[src/common/irqc_pkg.sv]
// Package for interrupt and control register block
package irqc_pkg;
    // Data space offsets
    localparam logic [7:0] OFF_SERIAL_SHIFT_DATA  = 8'h00E9;
    localparam logic [7:0] OFF_TIMER_COUNT_LOW    = 8'h00EA;
    localparam logic [7:0] OFF_TIMER_COUNT_HIGH   = 8'h00EB;
    localparam logic [7:0] OFF_TIMER_RELOAD_LOW   = 8'h00EC;
    localparam logic [7:0] OFF_TIMER_RELOAD_HIGH  = 8'h00ED;
    localparam logic [7:0] OFF_TIMER_SERIAL_CTRL  = 8'h00EE;
    localparam logic [7:0] OFF_PROC_STATUS_WORD   = 8'h00EF;
    localparam logic [7:0] OFF_INDEX_POINTER_TWO  = 8'h00FC;
    localparam logic [7:0] OFF_STACK_POINTER      = 8'h00FD;
    localparam logic [7:0] OFF_INDEX_POINTER_ONE  = 8'h00FE;
    localparam logic [7:0] UNUSED_RAM_LO          = 8'h0030;
    localparam logic [7:0] UNUSED_RAM_HI          = 8'h007F;
    localparam logic [7:0] UNDEF_DATA             = 8'h0000;
    localparam logic [7:0] ALL_ONES               = 8'h00FF;
    // Program space
    localparam int         PC_W                   = 15;
    localparam logic [14:0] IRQ_VECTOR            = 15'h00FF;
    localparam logic [14:0] PROG_LIMIT            = 15'h0300;
    localparam logic [7:0] TRAP_OPCODE            = 8'h0000;
    // Status word bit positions
    localparam int PSW_GIE  = 0;
    localparam int PSW_ENI  = 1;
    localparam int PSW_BUSY = 2;
    localparam int PSW_EXT_PENDING = 3;
    localparam int PSW_TIMER_IRQ_ENABLE = 4;
    localparam int PSW_TIMER_PENDING = 5;
    localparam int PSW_C    = 6;
    localparam int PSW_HC   = 7;
    // Control register bit positions
    localparam int CTL_DIV_LOW  = 0;
    localparam int CTL_DIV_HIGH = 1;
    localparam int CTL_EDGE     = 2;
    localparam int CTL_PINSEL   = 3;
    localparam int CTL_GO       = 4;
    localparam int CTL_MODE_Z   = 5;
    localparam int CTL_MODE_B   = 6;
    localparam int CTL_MODE_A   = 7;
    localparam logic [7:0] RESET_CTRL = 8'h0000;
    localparam logic [7:0] RESET_PSW  = 8'h0000;
    localparam logic [7:0] RESET_REG  = 8'h0000;
    // Serial divide ratios
    localparam logic [3:0] DIV_BY_2 = 4'h2;
    localparam logic [3:0] DIV_BY_4 = 4'h4;
    localparam logic [3:0] DIV_BY_8 = 4'h8;
    // Carry flag operations
    typedef enum logic [1:0] {
        IRQC_CY_NONE = 2'h0,
        IRQC_CY_SET  = 2'h1,
        IRQC_CY_CLR  = 2'h2,
        IRQC_CY_LOAD = 2'h3
    } irqc_cy_op_t;
    // Core step request bundle
    typedef struct packed {
        logic        boundary;
        logic        fetch_valid;
        logic [7:0]  fetch_opcode;
        logic [14:0] fetch_pc;
        logic        irq_exit;
        logic [14:0] stack_pc;
    } irqc_core_req_t;
    // Data bus access bundle
    typedef struct packed {
        logic       rd;
        logic       wr;
        logic [7:0] addr;
        logic [7:0] wdata;
    } irqc_data_req_t;
endpackage

[src/hw/irqc_top.sv]
// Interrupt sequencing and control/status registers
`timescale 1ns/100ps
module irqc_top (
    input  wire logic                    sys_clk,
    input  wire logic                    nrst,
    input  wire irqc_pkg::irqc_core_req_t core_req,
    input  wire irqc_pkg::irqc_data_req_t data_req,
    input  wire logic [7:0]              ram_rdata,
    input  wire logic [7:0]              rom_rdata,
    input  wire logic [14:0]             rom_addr,
    input  wire logic                    ext_irq_pin,
    input  wire logic                    timer_underflow,
    input  wire logic                    timer_capture,
    input  wire logic                    serial_busy_set,
    input  wire logic                    serial_busy_clr,
    input  wire irqc_pkg::irqc_cy_op_t   carry_op,
    input  wire logic                    carry_in,
    input  wire logic                    half_in,
    output logic [7:0]                   rom_data_out,
    output logic [7:0]                   data_rdata,
    output logic                         vector_take,
    output logic [14:0]                  vector_pc,
    output logic                         push_req,
    output logic [14:0]                  push_pc,
    output logic                         trap_taken,
    output logic                         timer_advance,
    output logic [2:0]                   timer_mode,
    output logic [3:0]                   serial_divide,
    output logic                         serial_pins_on,
    output logic [7:0]                   control_word,
    output logic [7:0]                   status_word
);
    logic [7:0] ctrl;
    logic [7:0] processor_status_word;
    logic [7:0] serial_shift_data;
    logic [7:0] timer_count_low;
    logic [7:0] timer_count_high;
    logic [7:0] timer_reload_low;
    logic [7:0] timer_reload_high;
    logic [7:0] index_pointer_two;
    logic [7:0] stack_pointer;
    logic [7:0] index_pointer_one;
    logic [2:0] ext_sync;
    logic       ext_prev;
    logic       ext_edge;
    logic       hw_req;
    logic       trap_req;
    logic       accept_hw;
    logic       accept_trap;
    logic       wr_psw;
    logic       next_ext_pending;
    logic       next_timer_pending;

    function automatic logic wr_hit(input irqc_pkg::irqc_data_req_t r, input logic [7:0] a);
        return r.wr && (r.addr == a);
    endfunction

    // Three-stage sync; edge seen once stage three and ext_prev differ in the direction CTL_EDGE selects
    always_ff @(posedge sys_clk) begin
        if (!nrst) begin
            ext_sync <= 3'h0;
            ext_prev <= 1'b0;
        end else begin
            ext_sync <= {ext_sync[1:0], ext_irq_pin};
            ext_prev <= ext_sync[2];
        end
    end

    always_comb begin
        if (ctrl[irqc_pkg::CTL_EDGE]) begin
            ext_edge = ext_sync[2] & ~ext_prev;
        end else begin
            ext_edge = ~ext_sync[2] & ext_prev;
        end
    end

    // Hardware requests gated by the global enable and the source's own enable
    assign hw_req = processor_status_word[irqc_pkg::PSW_GIE] &
        ((processor_status_word[irqc_pkg::PSW_ENI] & processor_status_word[irqc_pkg::PSW_EXT_PENDING]) |
         (processor_status_word[irqc_pkg::PSW_TIMER_IRQ_ENABLE] & processor_status_word[irqc_pkg::PSW_TIMER_PENDING]));
    // Trap ignores the global enable
    assign trap_req = core_req.fetch_valid &&
        (core_req.fetch_opcode == irqc_pkg::TRAP_OPCODE);
    // Enable cleared by a one-cycle instruction is still seen here this cycle
    assign accept_hw = core_req.boundary & hw_req;
    // Trap only when no hardware source is pending
    assign accept_trap = trap_req & ~accept_hw &
        ~processor_status_word[irqc_pkg::PSW_EXT_PENDING] & ~processor_status_word[irqc_pkg::PSW_TIMER_PENDING];
    assign wr_psw = wr_hit(data_req, irqc_pkg::OFF_PROC_STATUS_WORD);

    // Control register
    always_ff @(posedge sys_clk) begin
        if (!nrst) begin
            ctrl <= irqc_pkg::RESET_CTRL;
        end else if (wr_hit(data_req, irqc_pkg::OFF_TIMER_SERIAL_CTRL)) begin
            ctrl <= data_req.wdata;
        end
    end

    // Pending flags: hardware set beats software clear
    always_comb begin
        next_ext_pending = processor_status_word[irqc_pkg::PSW_EXT_PENDING];
        next_timer_pending = processor_status_word[irqc_pkg::PSW_TIMER_PENDING];
        if (wr_psw) begin
            next_ext_pending = data_req.wdata[irqc_pkg::PSW_EXT_PENDING];
            next_timer_pending = data_req.wdata[irqc_pkg::PSW_TIMER_PENDING];
        end
        if (ext_edge) begin
            next_ext_pending = 1'b1;
        end
        if (ctrl[irqc_pkg::CTL_MODE_A] && ctrl[irqc_pkg::CTL_MODE_B]) begin
            if (timer_capture) begin
                next_timer_pending = 1'b1;
            end
        end else if (timer_underflow) begin
            next_timer_pending = 1'b1;
        end
    end

    always_ff @(posedge sys_clk) begin
        if (!nrst) begin
            processor_status_word[irqc_pkg::PSW_EXT_PENDING] <= 1'b0;
            processor_status_word[irqc_pkg::PSW_TIMER_PENDING] <= 1'b0;
        end else begin
            processor_status_word[irqc_pkg::PSW_EXT_PENDING] <= next_ext_pending;
            processor_status_word[irqc_pkg::PSW_TIMER_PENDING] <= next_timer_pending;
        end
    end

    // Global enable: acceptance clears, exit sets, trap leaves alone
    always_ff @(posedge sys_clk) begin
        if (!nrst) begin
            processor_status_word[irqc_pkg::PSW_GIE] <= 1'b0;
        end else if (accept_hw) begin
            processor_status_word[irqc_pkg::PSW_GIE] <= 1'b0;
        end else if (core_req.irq_exit) begin
            processor_status_word[irqc_pkg::PSW_GIE] <= 1'b1;
        end else if (wr_psw) begin
            processor_status_word[irqc_pkg::PSW_GIE] <= data_req.wdata[irqc_pkg::PSW_GIE];
        end
    end

    // Source enables and serial busy
    always_ff @(posedge sys_clk) begin
        if (!nrst) begin
            processor_status_word[irqc_pkg::PSW_ENI] <= 1'b0;
            processor_status_word[irqc_pkg::PSW_TIMER_IRQ_ENABLE] <= 1'b0;
            processor_status_word[irqc_pkg::PSW_BUSY] <= 1'b0;
        end else begin
            if (wr_psw) begin
                processor_status_word[irqc_pkg::PSW_ENI] <= data_req.wdata[irqc_pkg::PSW_ENI];
                processor_status_word[irqc_pkg::PSW_TIMER_IRQ_ENABLE] <= data_req.wdata[irqc_pkg::PSW_TIMER_IRQ_ENABLE];
            end
            // Shifter finishing wins over software
            if (serial_busy_clr) begin
                processor_status_word[irqc_pkg::PSW_BUSY] <= 1'b0;
            end else if (serial_busy_set) begin
                processor_status_word[irqc_pkg::PSW_BUSY] <= 1'b1;
            end else if (wr_psw) begin
                processor_status_word[irqc_pkg::PSW_BUSY] <= data_req.wdata[irqc_pkg::PSW_BUSY];
            end
        end
    end

    // Carry and half carry update together; load takes each from its own input
    always_ff @(posedge sys_clk) begin
        if (!nrst) begin
            processor_status_word[irqc_pkg::PSW_C] <= 1'b0;
            processor_status_word[irqc_pkg::PSW_HC] <= 1'b0;
        end else begin
            case (carry_op)
                irqc_pkg::IRQC_CY_SET: begin
                    processor_status_word[irqc_pkg::PSW_C] <= 1'b1;
                    processor_status_word[irqc_pkg::PSW_HC] <= 1'b1;
                end
                irqc_pkg::IRQC_CY_CLR: begin
                    processor_status_word[irqc_pkg::PSW_C] <= 1'b0;
                    processor_status_word[irqc_pkg::PSW_HC] <= 1'b0;
                end
                irqc_pkg::IRQC_CY_LOAD: begin
                    processor_status_word[irqc_pkg::PSW_C] <= carry_in;
                    processor_status_word[irqc_pkg::PSW_HC] <= half_in;
                end
                default: begin
                    if (wr_psw) begin
                        processor_status_word[irqc_pkg::PSW_C] <= data_req.wdata[irqc_pkg::PSW_C];
                        processor_status_word[irqc_pkg::PSW_HC] <= data_req.wdata[irqc_pkg::PSW_HC];
                    end
                end
            endcase
        end
    end

    // Plain storage registers
    always_ff @(posedge sys_clk) begin
        if (!nrst) begin
            serial_shift_data <= irqc_pkg::RESET_REG;
            timer_count_low <= irqc_pkg::RESET_REG;
            timer_count_high <= irqc_pkg::RESET_REG;
            timer_reload_low <= irqc_pkg::RESET_REG;
            timer_reload_high <= irqc_pkg::RESET_REG;
            index_pointer_two <= irqc_pkg::RESET_REG;
            stack_pointer <= irqc_pkg::RESET_REG;
            index_pointer_one <= irqc_pkg::RESET_REG;
        end else if (data_req.wr) begin
            case (data_req.addr)
                irqc_pkg::OFF_SERIAL_SHIFT_DATA: serial_shift_data <= data_req.wdata;
                irqc_pkg::OFF_TIMER_COUNT_LOW: timer_count_low <= data_req.wdata;
                irqc_pkg::OFF_TIMER_COUNT_HIGH: timer_count_high <= data_req.wdata;
                irqc_pkg::OFF_TIMER_RELOAD_LOW: timer_reload_low <= data_req.wdata;
                irqc_pkg::OFF_TIMER_RELOAD_HIGH: timer_reload_high <= data_req.wdata;
                irqc_pkg::OFF_INDEX_POINTER_TWO: index_pointer_two <= data_req.wdata;
                irqc_pkg::OFF_STACK_POINTER: stack_pointer <= data_req.wdata;
                irqc_pkg::OFF_INDEX_POINTER_ONE: index_pointer_one <= data_req.wdata;
                default: serial_shift_data <= serial_shift_data;
            endcase
        end
    end

    // Data read mux, registered
    always_ff @(posedge sys_clk) begin
        if (!nrst) begin
            data_rdata <= irqc_pkg::RESET_REG;
        end else if (data_req.rd) begin
            case (data_req.addr)
                irqc_pkg::OFF_SERIAL_SHIFT_DATA: data_rdata <= serial_shift_data;
                irqc_pkg::OFF_TIMER_COUNT_LOW: data_rdata <= timer_count_low;
                irqc_pkg::OFF_TIMER_COUNT_HIGH: data_rdata <= timer_count_high;
                irqc_pkg::OFF_TIMER_RELOAD_LOW: data_rdata <= timer_reload_low;
                irqc_pkg::OFF_TIMER_RELOAD_HIGH: data_rdata <= timer_reload_high;
                irqc_pkg::OFF_TIMER_SERIAL_CTRL: data_rdata <= ctrl;
                irqc_pkg::OFF_PROC_STATUS_WORD: data_rdata <= processor_status_word;
                irqc_pkg::OFF_INDEX_POINTER_TWO: data_rdata <= index_pointer_two;
                irqc_pkg::OFF_STACK_POINTER: data_rdata <= stack_pointer;
                irqc_pkg::OFF_INDEX_POINTER_ONE: data_rdata <= index_pointer_one;
                default: begin
                    if (data_req.addr < irqc_pkg::UNUSED_RAM_LO) begin
                        data_rdata <= ram_rdata;
                    end else if (data_req.addr <= irqc_pkg::UNUSED_RAM_HI) begin
                        data_rdata <= irqc_pkg::ALL_ONES;
                    end else if (data_req.addr >= 8'h00F0) begin
                        data_rdata <= ram_rdata;
                    end else begin
                        // Undefined space; zero chosen for determinism
                        data_rdata <= irqc_pkg::UNDEF_DATA;
                    end
                end
            endcase
        end
    end

    // Program read: unimplemented space forces the trap opcode
    always_ff @(posedge sys_clk) begin
        if (!nrst) begin
            rom_data_out <= irqc_pkg::TRAP_OPCODE;
        end else if (rom_addr >= irqc_pkg::PROG_LIMIT) begin
            rom_data_out <= irqc_pkg::TRAP_OPCODE;
        end else begin
            rom_data_out <= rom_rdata;
        end
    end

    // Vectoring; trap pushes the trapping opcode's address
    always_ff @(posedge sys_clk) begin
        if (!nrst) begin
            vector_take <= 1'b0;
            vector_pc <= 15'h0000;
            push_req <= 1'b0;
            push_pc <= 15'h0000;
            trap_taken <= 1'b0;
        end else begin
            vector_take <= accept_hw | accept_trap;
            push_req <= accept_hw | accept_trap;
            trap_taken <= accept_trap;
            vector_pc <= irqc_pkg::IRQ_VECTOR;
            if (accept_trap) begin
                push_pc <= core_req.fetch_pc;
            end else if (accept_hw) begin
                push_pc <= core_req.stack_pc;
            end
        end
    end

    always_comb begin
        case (ctrl[irqc_pkg::CTL_DIV_HIGH:irqc_pkg::CTL_DIV_LOW])
            2'h0: serial_divide = irqc_pkg::DIV_BY_2;
            2'h1: serial_divide = irqc_pkg::DIV_BY_4;
            default: serial_divide = irqc_pkg::DIV_BY_8;
        endcase
    end

    assign timer_advance = ctrl[irqc_pkg::CTL_GO];
    assign timer_mode = ctrl[irqc_pkg::CTL_MODE_A:irqc_pkg::CTL_MODE_Z];
    assign serial_pins_on = ctrl[irqc_pkg::CTL_PINSEL];
    assign control_word = ctrl;
    assign status_word = processor_status_word;
endmodule // irqc_top

[config.mk]
export PLATFORM = sky130hd
export DESIGN_NAME = irqc_top
export DESIGN_NICKNAME = d
export VERILOG_FILES = /design/src/common/irqc_pkg.sv /design/src/hw/irqc_top.sv
export SDC_FILE = /design/constraint.sdc
export NUM_CORES = 1
export LEC_CHECK = 0
export BUFFER_PORTS_ARGS = -buffer_cell sky130_fd_sc_hd__buf_4
export CAP_MARGIN = 15
export CORE_ASPECT_RATIO = 0.75
export CORE_MARGIN = 10
export CORE_UTILIZATION = 51
export CTS_CLUSTER_DIAMETER = 40
export CTS_CLUSTER_SIZE = 25
export DETAILED_ROUTE_END_ITERATION = 16
export GPL_ROUTABILITY_DRIVEN = 0
export MAX_ROUTING_LAYER = met4
export PLACE_DENSITY_LB_ADDON = 0.25
export SYNTH_ARGS = -nofsm -noshare
export SYNTH_HDL_FRONTEND = slang
export SYNTH_SLANG_ARGS = --single-unit
export TNS_END_PERCENT = 5
[constraint.sdc]
create_clock -name sys_clk -period 2.55 [get_ports sys_clk]
set_input_delay 0.6375 -clock sys_clk [delete_from_list [all_inputs] [get_ports sys_clk]]
set_output_delay 0.6375 -clock sys_clk [all_outputs]
set_load 0.05 [all_outputs]
==> results.cfg <==
[timing]
fin_skew_ns = 0.00787
max-slew-margin-rel_pct = 35.1
min_period_ns = 2.17
rsz0062_at_grt = false
fin_crit_sh_pct = 85.0
slew_viol_final = 0
fmax_ghz = 0.461
finalHoldViolCount = 0
setup_viol = 0
worst_pin_slew_ns = 0.970

[logic_synthesis]
yosys.area.top_type = dfxtp_1
syn_inst = 634
synthXorXnorAreaFrac_pct = 0
yosys_warnings = 0
yosysTopAreaCellShare_pct = 42.2
syn_area_um2 = 5600
synth.distinct_cells = 56
async_reset_ff_share_pct = 0
synth_top_family_by_area = simple AND/OR/NAND/NOR gates
ys.flop_type = dfxtp_1
synth-edff-count = 0
synthAdderAreaFrac_pct = 0
synth.ff_latch_count = 118
synth-seq-area-share_pct = 42.2
synth_compound_area_share_pct = 20.0
synthSimpleGateAreaFrac_pct = 21.2
synthTopCellsByArea = dfxtp_1, mux2i_1, a21boi_0, nand2_1, nor2b_1
synthMuxAreaShare_pct = 9.98
avgSynthCellArea_um2 = 8.84

[drt]
antenna_left = 0
drc = 0
wl_per_cell_um = 19.5
via_per_inst = 5.76
drt_iter0_drc = 500
first_pass_iters = 6
vias = 5303
wl_mm = 18.0

[worst_setup_path]
reg2reg_slack_ns = 0.38
end_kind = flip-flop
cp-start-kind = flip-flop
worstPathCellList = a22oi_1 -> nor2_1 -> buf_4 -> nor2_1 -> nand2_1 -> a21boi_0
crit_type = flip-flop to flip-flop
critPathTopFamily = simple AND/OR/NAND/NOR gates
arrival_ns = 2.51
critPathRequiredTime_ns = 2.90
crit_top_cell = nor2_1
critPathBufInv = 1
slowest_delay_ns = 0.76
cp_max_fo = 16
cpMaxStageDelayCell = nor2_1

[final_layout]
seq_area_um2 = 2360
post-route-util_pct = 68.3
multiInputGateArea_um2 = 2900
diodes = 0
fill_cells = 856
areaGrowthSynthToFinish_pct = 31.8
layout-drive-gt1-share_pct = 27.8
nets = 869
final_cell_mix = buf_4, dfxtp_1, nand2_1
final_common_cell = buf_4

[power_and_ir_drop]
p_clk_share_pct = 51.4
p_per_area_nw_per_um2 = 654
vdd.ir_drop.worst_mv = 0.494
p_sw_share_pct = 25.1
total_power_w = 0.00483
power_switching_w = 0.00121
p_leak_nw = 3.15
power_frac_seq_pct = 38.9
combPwrFrac_pct = 9.7
internal_power_w = 0.00362

[global_routing]
antenna_found_initial = 0
grt_max_degree = 64
grt_first_pass_wirelength_mm = 27.5
grt-ovfl-total = 0
grt_pass1_vias = 5220
grt_usage_pct = 22.4

[clock_network]
cts_setup_buffers = 0
h-tree-depth = 4
cts_resized = 0
hold_buffers = 0
cts_inserted_buffers = 17
root_buffer = clkbuf_16
clkSinkCount = 118
clkLatencyLatePin_ns = 0.42
path_clk_slew_ns = 0.06
clock_path_buffers = 2
cts_tree = built

[run]
cap_viol_max_count = 0

[min_path]
hp-class = primary input to flip-flop

[placed_design]
port-buffer-count = 158
dp_hpwl_mm = 13.1

[floorplanning]
die-area_um2 = 15600
rows = 33
die_w_um = 141
die_h_um = 111
initial_utilization_pct = 51.8
ios = 175
design.core.area_um2 = 10800

[outcome]
outcome = finished, final reports clean
-- final cells by class --
class                           instances  area share (%)
Clock buffer                           18            5.95
Clock inverter                         14            2.35
Inverter                                5           0.254
Multi-Input combinational cell        450            39.2
Sequential cell                       118            32.0
Tap cell                              140            2.37
Timing Repair Buffer                  176            17.9
-- routing by layer --
| metal | track usage, % | vias to the layer above | wire (um) |
|---|---|---|---|
| li1 | - | 2483 | - |
| met1 | 28.6 | 2507 | 7640 |
| met2 | 33.2 | 285 | 8250 |
| met3 | 8.39 | 28 | 1930 |
| met4 | 4.67 | 0 | 191 |
| met5 | - | - | 0 |
-- worst paths after layout --
check	end	startpoint	depth (start not counted)
max	push_pc[1]$_SDFFE_PN0P_	status_word[3]$_SDFFE_PN0P_	6
max reg2reg	push_pc[1]$_SDFFE_PN0P_	status_word[3]$_SDFFE_PN0P_	6
min reg2reg	ext_sync[2]$_SDFF_PN0_	ext_sync[1]$_SDFF_PN0_	1
min	status_word[2]$_SDFFE_PP0P_	serial_busy_clr	2
-- cell usage after synthesis (all sizes together) (2+ instances only) --
| master | n |
|---|---|
| and4b | 2 |
| o21ai | 20 |
| mux2i | 51 |
| nand3b | 3 |
| nor3b | 3 |
| a21boi | 61 |
| a21oi | 2 |
| nand2 | 116 |
| o32ai | 4 |
| and3 | 5 |
| nor2 | 10 |
| a221oi | 4 |
| inv | 5 |
| o2bb2ai | 4 |
| a211oi | 6 |
| and2 | 18 |
| nor3 | 4 |
| a22o | 2 |
| mux2 | 4 |
| nand4 | 5 |
| dfxtp | 118 |
| nor4 | 5 |
| buf | 32 |
| a22oi | 32 |
| a31oi | 2 |
| nor2b | 42 |
| a2111oi | 3 |
| clkbuf | 36 |
| nand3 | 15 |
-- state kept, by name (all words and copies together), names as in the netlist --
signal             count
stack_pointer          8
timer_reload_low       8
ext_sync               3
data_rdata             8
push_pc               15
index_pointer_one      8
index_pointer_two      8
rom_data_out           8
timer_reload_high      8
status_word            8
vector_pc              1
serial_shift_data      8
push_req               1
timer_count_high       8
timer_count_low        8
control_word           8
trap_taken             1
ext_prev               1
-- power groups by stage --
stage               Sequential (W)  Clock (W)  Combinational [W]
finish                     0.00188    0.00248           0.000470
global route               0.00188    0.00260           0.000497
floorplan                  0.00198          0           0.000214
detailed placement         0.00192          0           0.000464
global placement           0.00192          0           0.000458
CTS                        0.00188    0.00250           0.000465
-- logic make-up (layout without fill, tap and decap cells) --
family                 Yosys count  count (layout)
AOI/OAI and AO/OA              152             152
buffers and inverters           73             213
DFF                            118             118
muxes                           55              55
other                            1               8
and+or+nand+nor                235             235
-- stage by stage --
| stage | worst slack [ns] | cells | cell area [um2] | hold slack (ns) | setup TNS [ns] |
|---|---|---|---|---|---|
| floorplan | 0.352 | 641 | 5630 | 0.412 | 0 |
| global placement | 0.158 | 888 | 6770 | 0.415 | 0 |
| detailed placement | -0.0142 | 888 | 6770 | 0.437 | -0.0290 |
| CTS | 0.179 | 920 | 7380 | 0.363 | 0 |
| global route | 0.112 | 921 | 7390 | 0.367 | 0 |
| finish | 0.383 | 921 | 7390 | 0.366 | 0 |
No activity file was read; power rests on OpenSTA's default activity.
